File: src/mdms_map.vh
// constants for the motor drive mode sequencer: register map, fields, resets, timing
// assumes byte addressing on a 32-bit apb bus, one word per register
`ifndef MDMS_MAP_VH
`define MDMS_MAP_VH
`define MDMS_ADDR_CTRL 12'h000
`define MDMS_ADDR_CFG 12'h004
`define MDMS_ADDR_RESTART 12'h008
`define MDMS_ADDR_STATUS 12'h00c
`define MDMS_ADDR_IRQ_STAT 12'h010
`define MDMS_ADDR_IRQ_MASK 12'h014
// cfg fields
`define MDMS_CFG_BRAKE_LO 0
`define MDMS_CFG_BRAKE_HI 2
`define MDMS_CFG_BRAKE_STYLE 4
`define MDMS_CFG_BRAKE_HOLD 3
`define MDMS_CFG_STANDBY_REQUEST_PIN_SEL 7
`define MDMS_CFG_MAXOVR 8
`define MDMS_CFG_NO_STOP_SETTING 9
`define MDMS_CFG_SPEED_COMMAND_INVERSION 10
`define MDMS_CFG_RESET 11'h000
// ctrl fields
`define MDMS_CTRL_SPEED_LO 0
`define MDMS_CTRL_SPEED_HI 7
`define MDMS_CTRL_RESET 8'h00
`define MDMS_RESTART_RESET 16'h000a
// irq bits
`define MDMS_IRQ_ERROR 0
`define MDMS_IRQ_STANDBY 1
`define MDMS_IRQ_IDLE 2
`define MDMS_IRQ_START 3
// timing
`define MDMS_CLK_HZ 10000000
`define MDMS_STANDBY_REQUEST_PIN_MS 100
`define MDMS_STANDBY_REQUEST_PIN_CYC ((`MDMS_CLK_HZ / 1000) * `MDMS_STANDBY_REQUEST_PIN_MS)
`define MDMS_SEC_CYC `MDMS_CLK_HZ
`define MDMS_LOAD_CYC 16
`endif

File: src/mdms_sequencer.v
// operating-mode sequencer of a sensorless bldc predriver, with apb registers
// assumes apb master on clock; fault, nvm image and standby pin are asynchronous inputs
//
// Contract
// - after reset and no standby: load stored parameters, brake, then idle
// - nonzero speed command starts the motor via the startup sequence
// - any fault enters error mode; restart automatically after restart time (the code takes faults only in startup and run)
// - in error mode a stop command moves to idle
// - standby turns all outputs off (hi-z) and clears latched errors
// - select bit 0: standby whenever standby pin is low
// - select bit 1: standby only when pin low and speed command zero
// - select bit 1: no standby while override, no-stop or inversion set
// - standby condition must hold at least 100 ms before standby entry
// - brake period programmable 0 to 7 whole seconds
// - brake style 0 turns fets off, 1 applies short brake
// - brake hold 0 releases brake state after period and goes idle
// - brake hold 1 keeps brake until command, then startup; not for 0 s
// - command stop during run or error stop goes idle with fets off
// - from idle a speed command moves to startup
//
// The APB register port and the register addresses were decided locally.
`timescale 1ns/10ps
`include "mdms_map.vh"
module mdms_sequencer #(
   parameter STANDBY_REQUEST_PIN_CYC = `MDMS_STANDBY_REQUEST_PIN_CYC,
   parameter SEC_CYC = `MDMS_SEC_CYC,
   parameter RESTART_UNIT = 10000
) (
   input wire clock,
   input wire rst_n,
   input wire psel,
   input wire penable,
   input wire pwrite,
   input wire [11:0] paddr,
   input wire [31:0] pwdata,
   output reg [31:0] prdata,
   output reg pready,
   output reg pslverr,
   input wire [10:0] nvm_cfg,
   input wire standby_request_pin,
   input wire fault_in,
   output reg [2:0] mode_out,
   output reg drive_enable,
   output reg short_brake,
   output reg fets_hiz,
   output reg irq
);
   localparam ST_LOAD = 8'h01;
   localparam ST_BRAKE = 8'h02;
   localparam ST_HOLD = 8'h04;
   localparam ST_IDLE = 8'h08;
   localparam ST_START = 8'h10;
   localparam ST_RUN = 8'h20;
   localparam ST_ERROR = 8'h40;
   localparam ST_STANDBY_REQUEST_PIN = 8'h80;

   reg [7:0] state_ff, nxt_state;
   reg [31:0] cnt_ff, nxt_cnt;
   reg [31:0] standby_request_pin_cnt_ff;
   reg [10:0] cfg_ff;
   reg [7:0] ctrl_ff;
   reg [15:0] restart_ff;
   reg [3:0] irq_stat_ff, irq_mask_ff;
   reg [1:0] standby_request_pin_sync_ff, fault_sync_ff;
   reg [10:0] nvm_s1_ff, nvm_s2_ff;
   reg err_latch_ff;
   reg [3:0] ev;

   wire standby_request_pin_pin = standby_request_pin_sync_ff[1];
   wire fault = fault_sync_ff[1];
   wire speed_on = (ctrl_ff != 8'h00);
   wire [2:0] brake_sec = cfg_ff[`MDMS_CFG_BRAKE_HI:`MDMS_CFG_BRAKE_LO];
   wire sel1 = cfg_ff[`MDMS_CFG_STANDBY_REQUEST_PIN_SEL];
   wire blockers = cfg_ff[`MDMS_CFG_MAXOVR] | cfg_ff[`MDMS_CFG_NO_STOP_SETTING] |
      cfg_ff[`MDMS_CFG_SPEED_COMMAND_INVERSION];
   // standby condition as selected by the select bit
   wire standby_request_pin_cond = sel1 ? (!standby_request_pin_pin && !speed_on && !blockers) : !standby_request_pin_pin;
   wire standby_request_pin_ok = standby_request_pin_cnt_ff >= STANDBY_REQUEST_PIN_CYC;
   wire apb_wr = psel && penable && pwrite;
   wire apb_rd = psel && penable && !pwrite;
   wire apb_setup = psel && !penable;
   wire apb_hit = (paddr == `MDMS_ADDR_CTRL) || (paddr == `MDMS_ADDR_CFG) ||
      (paddr == `MDMS_ADDR_RESTART) || (paddr == `MDMS_ADDR_STATUS) ||
      (paddr == `MDMS_ADDR_IRQ_STAT) || (paddr == `MDMS_ADDR_IRQ_MASK);
   // read clear and new events settle here so irq drops with the clearing read
   wire rd_stat = apb_rd && pready && (paddr == `MDMS_ADDR_IRQ_STAT);
   wire [3:0] nxt_irq_stat = (rd_stat ? 4'h0 : irq_stat_ff) | ev;
   wire [31:0] brake_cyc = brake_sec * SEC_CYC;
   wire [31:0] restart_cyc = restart_ff * RESTART_UNIT;

   // pin inputs and the nvm image cross into the clock domain first
   always @(posedge clock or negedge rst_n) begin
      if (!rst_n) begin
         standby_request_pin_sync_ff <= 2'b11;
         fault_sync_ff <= 2'b00;
         nvm_s1_ff <= 11'h000;
         nvm_s2_ff <= 11'h000;
      end else begin
         standby_request_pin_sync_ff <= {standby_request_pin_sync_ff[0], standby_request_pin};
         fault_sync_ff <= {fault_sync_ff[0], fault_in};
         nvm_s1_ff <= nvm_cfg;
         nvm_s2_ff <= nvm_s1_ff;
      end
   end

   // qualification timer; a short dip restarts it so glitches never reach standby
   always @(posedge clock or negedge rst_n) begin
      if (!rst_n) begin
         standby_request_pin_cnt_ff <= 32'h00000000;
      end else if (!standby_request_pin_cond) begin
         standby_request_pin_cnt_ff <= 32'h00000000;
      end else if (!standby_request_pin_ok) begin
         standby_request_pin_cnt_ff <= standby_request_pin_cnt_ff + 32'h00000001;
      end
   end

   always @* begin
      nxt_state = state_ff;
      nxt_cnt = cnt_ff;
      ev = 4'h0;
      case (state_ff)
         ST_LOAD: begin
            // the stored image is copied in while this state counts up
            if (cnt_ff >= `MDMS_LOAD_CYC) begin
               nxt_state = ST_BRAKE;
               nxt_cnt = 32'h00000000;
            end else begin
               nxt_cnt = cnt_ff + 32'h00000001;
            end
         end
         ST_BRAKE: begin
            if (cnt_ff >= brake_cyc) begin
               nxt_cnt = 32'h00000000;
               if (cfg_ff[`MDMS_CFG_BRAKE_HOLD] && brake_sec != 3'h0) begin
                  nxt_state = ST_HOLD;
               end else begin
                  nxt_state = ST_IDLE;
                  ev[`MDMS_IRQ_IDLE] = 1'b1;
               end
            end else begin
               nxt_cnt = cnt_ff + 32'h00000001;
            end
         end
         ST_HOLD: begin
            if (speed_on) begin
               nxt_state = ST_START;
               ev[`MDMS_IRQ_START] = 1'b1;
            end
         end
         ST_IDLE: begin
            if (speed_on) begin
               nxt_state = ST_START;
               ev[`MDMS_IRQ_START] = 1'b1;
            end
         end
         ST_START: begin
            // startup steps live elsewhere; a single cycle hands over to run
            if (!speed_on) begin
               nxt_state = ST_IDLE;
               ev[`MDMS_IRQ_IDLE] = 1'b1;
            end else begin
               nxt_state = ST_RUN;
            end
         end
         ST_RUN: begin
            if (!speed_on) begin
               nxt_state = ST_IDLE;
               ev[`MDMS_IRQ_IDLE] = 1'b1;
            end
         end
         ST_ERROR: begin
            if (!speed_on) begin
               nxt_state = ST_IDLE;
               nxt_cnt = 32'h00000000;
               ev[`MDMS_IRQ_IDLE] = 1'b1;
            end else if (cnt_ff >= restart_cyc && !fault) begin
               nxt_state = ST_START;
               nxt_cnt = 32'h00000000;
               ev[`MDMS_IRQ_START] = 1'b1;
            end else if (cnt_ff < restart_cyc) begin
               nxt_cnt = cnt_ff + 32'h00000001;
            end
         end
         ST_STANDBY_REQUEST_PIN: begin
            // wake goes back through the power-on path
            if (!standby_request_pin_cond) begin
               nxt_state = ST_LOAD;
               nxt_cnt = 32'h00000000;
            end
         end
         default: begin
            nxt_state = ST_LOAD;
            nxt_cnt = 32'h00000000;
         end
      endcase
      // faults in active modes override the normal flow
      if (fault && (state_ff == ST_START || state_ff == ST_RUN)) begin
         nxt_state = ST_ERROR;
         nxt_cnt = 32'h00000000;
         ev[`MDMS_IRQ_ERROR] = 1'b1;
      end
      // standby entry outranks everything; load waits for the pin before starting
      if (state_ff == ST_LOAD && standby_request_pin_cond) begin
         nxt_state = ST_LOAD;
         nxt_cnt = 32'h00000000;
      end else if (state_ff != ST_STANDBY_REQUEST_PIN && state_ff != ST_LOAD && standby_request_pin_cond && standby_request_pin_ok) begin
         nxt_state = ST_STANDBY_REQUEST_PIN;
         nxt_cnt = 32'h00000000;
         ev = 4'h0;
         ev[`MDMS_IRQ_STANDBY] = 1'b1;
      end
   end

   always @(posedge clock or negedge rst_n) begin
      if (!rst_n) begin
         state_ff <= ST_LOAD;
         cnt_ff <= 32'h00000000;
         err_latch_ff <= 1'b0;
         mode_out <= 3'h0;
         drive_enable <= 1'b0;
         short_brake <= 1'b0;
         fets_hiz <= 1'b1;
      end else begin
         state_ff <= nxt_state;
         cnt_ff <= nxt_cnt;
         if (nxt_state == ST_STANDBY_REQUEST_PIN) begin
            err_latch_ff <= 1'b0;
         end else if (ev[`MDMS_IRQ_ERROR]) begin
            err_latch_ff <= 1'b1;
         end
         case (nxt_state)
            ST_LOAD: mode_out <= 3'h0;
            ST_BRAKE: mode_out <= 3'h1;
            ST_HOLD: mode_out <= 3'h1;
            ST_IDLE: mode_out <= 3'h2;
            ST_START: mode_out <= 3'h3;
            ST_RUN: mode_out <= 3'h4;
            ST_ERROR: mode_out <= 3'h5;
            ST_STANDBY_REQUEST_PIN: mode_out <= 3'h6;
            default: mode_out <= 3'h0;
         endcase
         drive_enable <= (nxt_state == ST_START) || (nxt_state == ST_RUN);
         // brake style picks short brake or all-off while braking or holding
         short_brake <= (nxt_state == ST_BRAKE || nxt_state == ST_HOLD) &&
            cfg_ff[`MDMS_CFG_BRAKE_STYLE];
         fets_hiz <= !((nxt_state == ST_START) || (nxt_state == ST_RUN) ||
            ((nxt_state == ST_BRAKE || nxt_state == ST_HOLD) &&
            cfg_ff[`MDMS_CFG_BRAKE_STYLE]));
      end
   end

   // registers; cfg is reloaded from the stored image during the load state
   always @(posedge clock or negedge rst_n) begin
      if (!rst_n) begin
         cfg_ff <= `MDMS_CFG_RESET;
         ctrl_ff <= `MDMS_CTRL_RESET;
         restart_ff <= `MDMS_RESTART_RESET;
         irq_mask_ff <= 4'h0;
         irq_stat_ff <= 4'h0;
         prdata <= 32'h00000000;
         pready <= 1'b0;
         pslverr <= 1'b0;
         irq <= 1'b0;
      end else begin
         // answer and read data are prepared in setup so they stand with pready
         pready <= apb_setup;
         pslverr <= apb_setup && !apb_hit;
         if (state_ff == ST_LOAD) begin
            cfg_ff <= nvm_s2_ff;
         end
         if (apb_wr && pready) begin
            case (paddr)
               `MDMS_ADDR_CTRL: ctrl_ff <= pwdata[7:0];
               `MDMS_ADDR_CFG: begin
                  if (state_ff != ST_LOAD) begin
                     cfg_ff <= pwdata[10:0];
                  end
               end
               `MDMS_ADDR_RESTART: restart_ff <= pwdata[15:0];
               `MDMS_ADDR_IRQ_MASK: irq_mask_ff <= pwdata[3:0];
               `MDMS_ADDR_STATUS: ;
               `MDMS_ADDR_IRQ_STAT: ;
               default: ;
            endcase
         end
         if (apb_setup && !pwrite) begin
            case (paddr)
               `MDMS_ADDR_CTRL: prdata <= {24'h000000, ctrl_ff};
               `MDMS_ADDR_CFG: prdata <= {21'h000000, cfg_ff};
               `MDMS_ADDR_RESTART: prdata <= {16'h0000, restart_ff};
               `MDMS_ADDR_STATUS: prdata <= {18'h00000, standby_request_pin_pin, err_latch_ff, fault,
                  mode_out, state_ff};
               `MDMS_ADDR_IRQ_STAT: prdata <= {28'h0000000, irq_stat_ff};
               `MDMS_ADDR_IRQ_MASK: prdata <= {28'h0000000, irq_mask_ff};
               default: prdata <= 32'h00000000;
            endcase
         end
         // read clears, but a new event in the same cycle survives
         irq_stat_ff <= nxt_irq_stat;
         irq <= |(nxt_irq_stat & irq_mask_ff);
      end
   end
endmodule

File: config.mk
export PLATFORM = sky130hd
export DESIGN_NAME = mdms_sequencer
export DESIGN_NICKNAME = d
export VERILOG_FILES = /design/src/mdms_sequencer.v
export VERILOG_INCLUDE_DIRS = /design/src
export SDC_FILE = /design/constraint.sdc
export NUM_CORES = 1
export LEC_CHECK = 0
export ABC_AREA = 1
export ABC_CLOCK_PERIOD_IN_PS = 12300
export BUFFER_PORTS_ARGS = -buffer_cell sky130_fd_sc_hd__clkbuf_2
export CORE_ASPECT_RATIO = 0.6
export CORE_MARGIN = 2
export CORE_UTILIZATION = 60
export DETAILED_ROUTE_END_ITERATION = 8
export PLACE_DENSITY = 0.83
export SYNTH_ARGS = -nofsm -noshare
export SYNTH_HDL_FRONTEND = slang
export SYNTH_SLANG_ARGS = --single-unit
File: constraint.sdc
create_clock -name clock -period 12.3 [get_ports clock]
set_input_delay 1.23 -clock clock [delete_from_list [all_inputs] [get_ports clock]]
set_output_delay 1.23 -clock clock [all_outputs]
set_load 0.05 [all_outputs]
==> results.ini <==
[final_layout]
diodes=0
nNetsFinal=1768
layout-drive-gt1-share=0.122
area_growth_pct=9.57

[min_path]
hp-class=reg -> reg
hp-start=nvm_s1_ff[0]$_DFF_PN0_

[clock_tree]
htree_levels=4
cts_buffers=17
clock_sinks=167
clk-insertion-delay-late_ns=0.45
root_buffer=clkbuf_16
path_clk_slew_ns=0.07
ctsHoldBuffers=0
cts_resized=0
clockBufferDepth=2
cts_tree=built
postCtsSetupRepairBufs=0

[grt]
met2_usage=0.421
met1_usage=0.470
grt_start_max_net_pins=89
gr-total-overflow=0
gr-usage-all-layers=0.310
grt.busiest_layer=met1
grt_first_pass_wirelength_microns=51300
grt_pass1_vias=9852
met3_usage=0.103
antenna_found_initial=0

[logic_synthesis]
ys_warn_count=0
synth_flop_cell=dfrtp_1
ys_types=62
ys_top_cells_by_area=dfrtp_1 33%, ha_1 13%, nand2_1 7.7%
seq_area_frac_synth=0.344
synth_edf_count=0
ys_seq_elements=167
synth_top_area_frac=0.331
synthArstFlopShare=1.00
synth.avg_cell_area_sq_um=8.30
synth_cells=1466
syn-cell-area_sq_um=12200
post-synth-top-area-cell=dfrtp_1

[die]
pin_count=103
fp.dieH_microns=114
die_w_microns=188
num_rows=40
coreArea_sq_um=19900
initial_core_util=0.611
dieArea_sq_um=21500

[setup_path]
reg2reg_from=restart_ff[4]$_DFFE_PN0P_
r2r_slack_ns=5.08
required_ns=12.68
cp_slowest_cell=fa_1
slowest_delay_ns=0.56
crit_fanout=21
critPathLaunch=restart_ff[4]$_DFFE_PN0P_
criticalPathCategory=reg -> reg
start_kind=flip-flop
setup.worst_path.end_class=flip-flop
arrival_ns=7.60

[routing]
vias_per_cell=5.72
ant_nets=0
drtPass1Iterations=6
finalWirelength_microns=31800
vias=10400
drtIter0Drc=1062
remaining_drc_errors=0
wl_per_cell_microns=17.4

[timing]
tightest_slew_ns=1.05
slew_violations=0
hold_violations=0
maxSlewHeadroom=0.296
fmax_mhz=138
holdWs_ns=0.349
setup-tns-final_ns=0
post-route-min-period_ns=7.22
setup_viol=0
rsz0062_at_grt=no
fin_crit_sh=0.587
skew_ns=0.0148

[power]
max-vdd-ir-drop_mv=0.156
leakage_nw=6.82
powerDensity_nw_per_um2=117

[run_status]
status=finished clean

[place]
numPortBuffers=70
routabilityCongestion=0.953
hpwl_microns=24700

[run]
maxCapViolations=0

[report_power, final]
| part | switching (mW) | leakage (nW) | internal [mW] |
|---|---|---|---|
| sequential | 0.0297 | 2.17 | 0.577 |
| combinational | 0.271 | 4.37 | 0.124 |
| clock | 0.241 | 0.287 | 0.314 |
[cells by family after synthesis]
| logic type | after synthesis | share of synthesized area |
|---|---|---|
| and+or+nand+nor | 540 | 0.212 |
| adders and majority gates | 167 | 0.194 |
| other | 1 | 0.000308 |
| xor gates and xnor gates | 39 | 0.0281 |
| DFF | 167 | 0.344 |
| buffers and inverters | 295 | 0.0982 |
| AOI/OAI and AO/OA | 257 | 0.123 |
[flip-flops by register name, summed over array words and instances, names as in the netlist]
name,count
cfg_ff,11
cnt_ff,32
ctrl_ff,8
drive_enable,1
err_latch_ff,1
fault_sync_ff,2
fets_hiz,1
irq,1
irq_mask_ff,4
irq_stat_ff,4
mode_out,3
nvm_s1_ff,11
nvm_s2_ff,11
prdata,16
pready,1
pslverr,1
restart_ff,16
short_brake,1
standby_request_pin_cnt_ff,32
standby_request_pin_sync_ff,2
state_ff,8
[synthesized netlist by cell type, types with 2 or more instances]
cell	instances
a2bb2oi_1	4
nor3_1	27
a21oi_2	5
nand3_2	7
o22ai_2	2
nand4_4	3
a22o_1	4
o211ai_1	6
o21a_1	4
nor2_2	10
dfstp_2	6
nand2_1	251
a31oi_1	9
and2_1	3
xor2_1	27
fa_1	36
buf_4	17
a21o_1	4
nor3_2	5
dfrtp_1	161
a221oi_1	7
nor2_4	6
a21oi_1	77
nor4_1	12
nor2_1	115
o31ai_1	3
inv_2	18
clkbuf_1	10
o21ai_2	2
nand2_4	3
o21ai_0	89
buf_2	4
nand3_1	51
o21ai_1	14
xnor2_1	12
nor3b_1	3
ha_1	131
inv_1	243
o22ai_1	18
a21boi_0	2
nand4_1	26
nand4_2	4
nand2_2	6
[cell type report]
type	count	area (sq um)
Sequential cell	167	4190
Multi-Input combinational cell	1019	6840
Timing Repair Buffer	73	379
Tap cell	273	342
Clock inverter	12	145
Inverter	261	980
Clock buffer	20	457
Fill cell	1624	6590
[through the flow]
step                      setup slack, ns  total power, mW  cell area (sq um)   util  std cells
after floorplan                      6.43            0.905              12200      -       1481
after detailed placement             5.20             1.00              12700  0.639       1793
after global placement               5.36            0.988              12700  0.639       1793
final                                5.08             1.56              13300  0.669       1825
after global routing                 4.51             1.64              13300  0.669       1825
after CTS                            5.17             1.56              13300  0.669       1825
[critical path: cells and delay by family, from the launching register on]
| kind | cells | cell delay (ns) |
|---|---|---|
| AOI/OAI and AO/OA | 10 | 2.01 |
| xor gates and xnor gates | 1 | 0.24 |
| adders and majority gates | 7 | 2.76 |
| buffers and inverters | 5 | 0.69 |
| DFF | 1 | 0.49 |
| and+or+nand+nor | 7 | 0.94 |
[metal layers]
metal | part of all wire | wire length, microns
met1 | 0.46 | 14600
met2 | 0.40 | 12800
met3 | 0.12 | 3920
met4 | 0.013 | 410
met5 | 0.0015 | 47
[path summary, 6_finish.rpt]
path,endpoint,cells past startpoint
setup / recovery,cnt_ff[24]$_DFFE_PN0P_,30
hold / removal,nvm_s2_ff[0]$_DFF_PN0_,0
setup reg to reg,cnt_ff[24]$_DFFE_PN0P_,30
hold reg to reg,nvm_s2_ff[0]$_DFF_PN0_,0
max in group asynchronous,restart_ff[11]$_DFFE_PN0P_,2
min in group asynchronous,cnt_ff[0]$_DFFE_PN0P_,1
[cell usage in the layout (no fill, tap or decap), drive strengths merged, types with 2 or more instances in the layout]
cell type and n:
a31oi 9, o31ai 4, a22o 4, conb 16
o21a 5, xnor2 12, a21o 4, dfstp 6
a2bb2oi 4, clkinv 4, ha 131, bufinv 2
nand3 58, fa 36, a211oi 2, a21oi 82
nor3b 3, nand2 260, a21boi 2, nor3 33
o211ai 7, clkinvlp 3, clkbuf 89, buf 4
a221oi 7, and2 3, o21ai 105, o22ai 20
nand4 33, inv 264, dfrtp 161, xor2 27
nor4 14, nor2 132
Note: power is estimated with default switching activity, not from simulation.
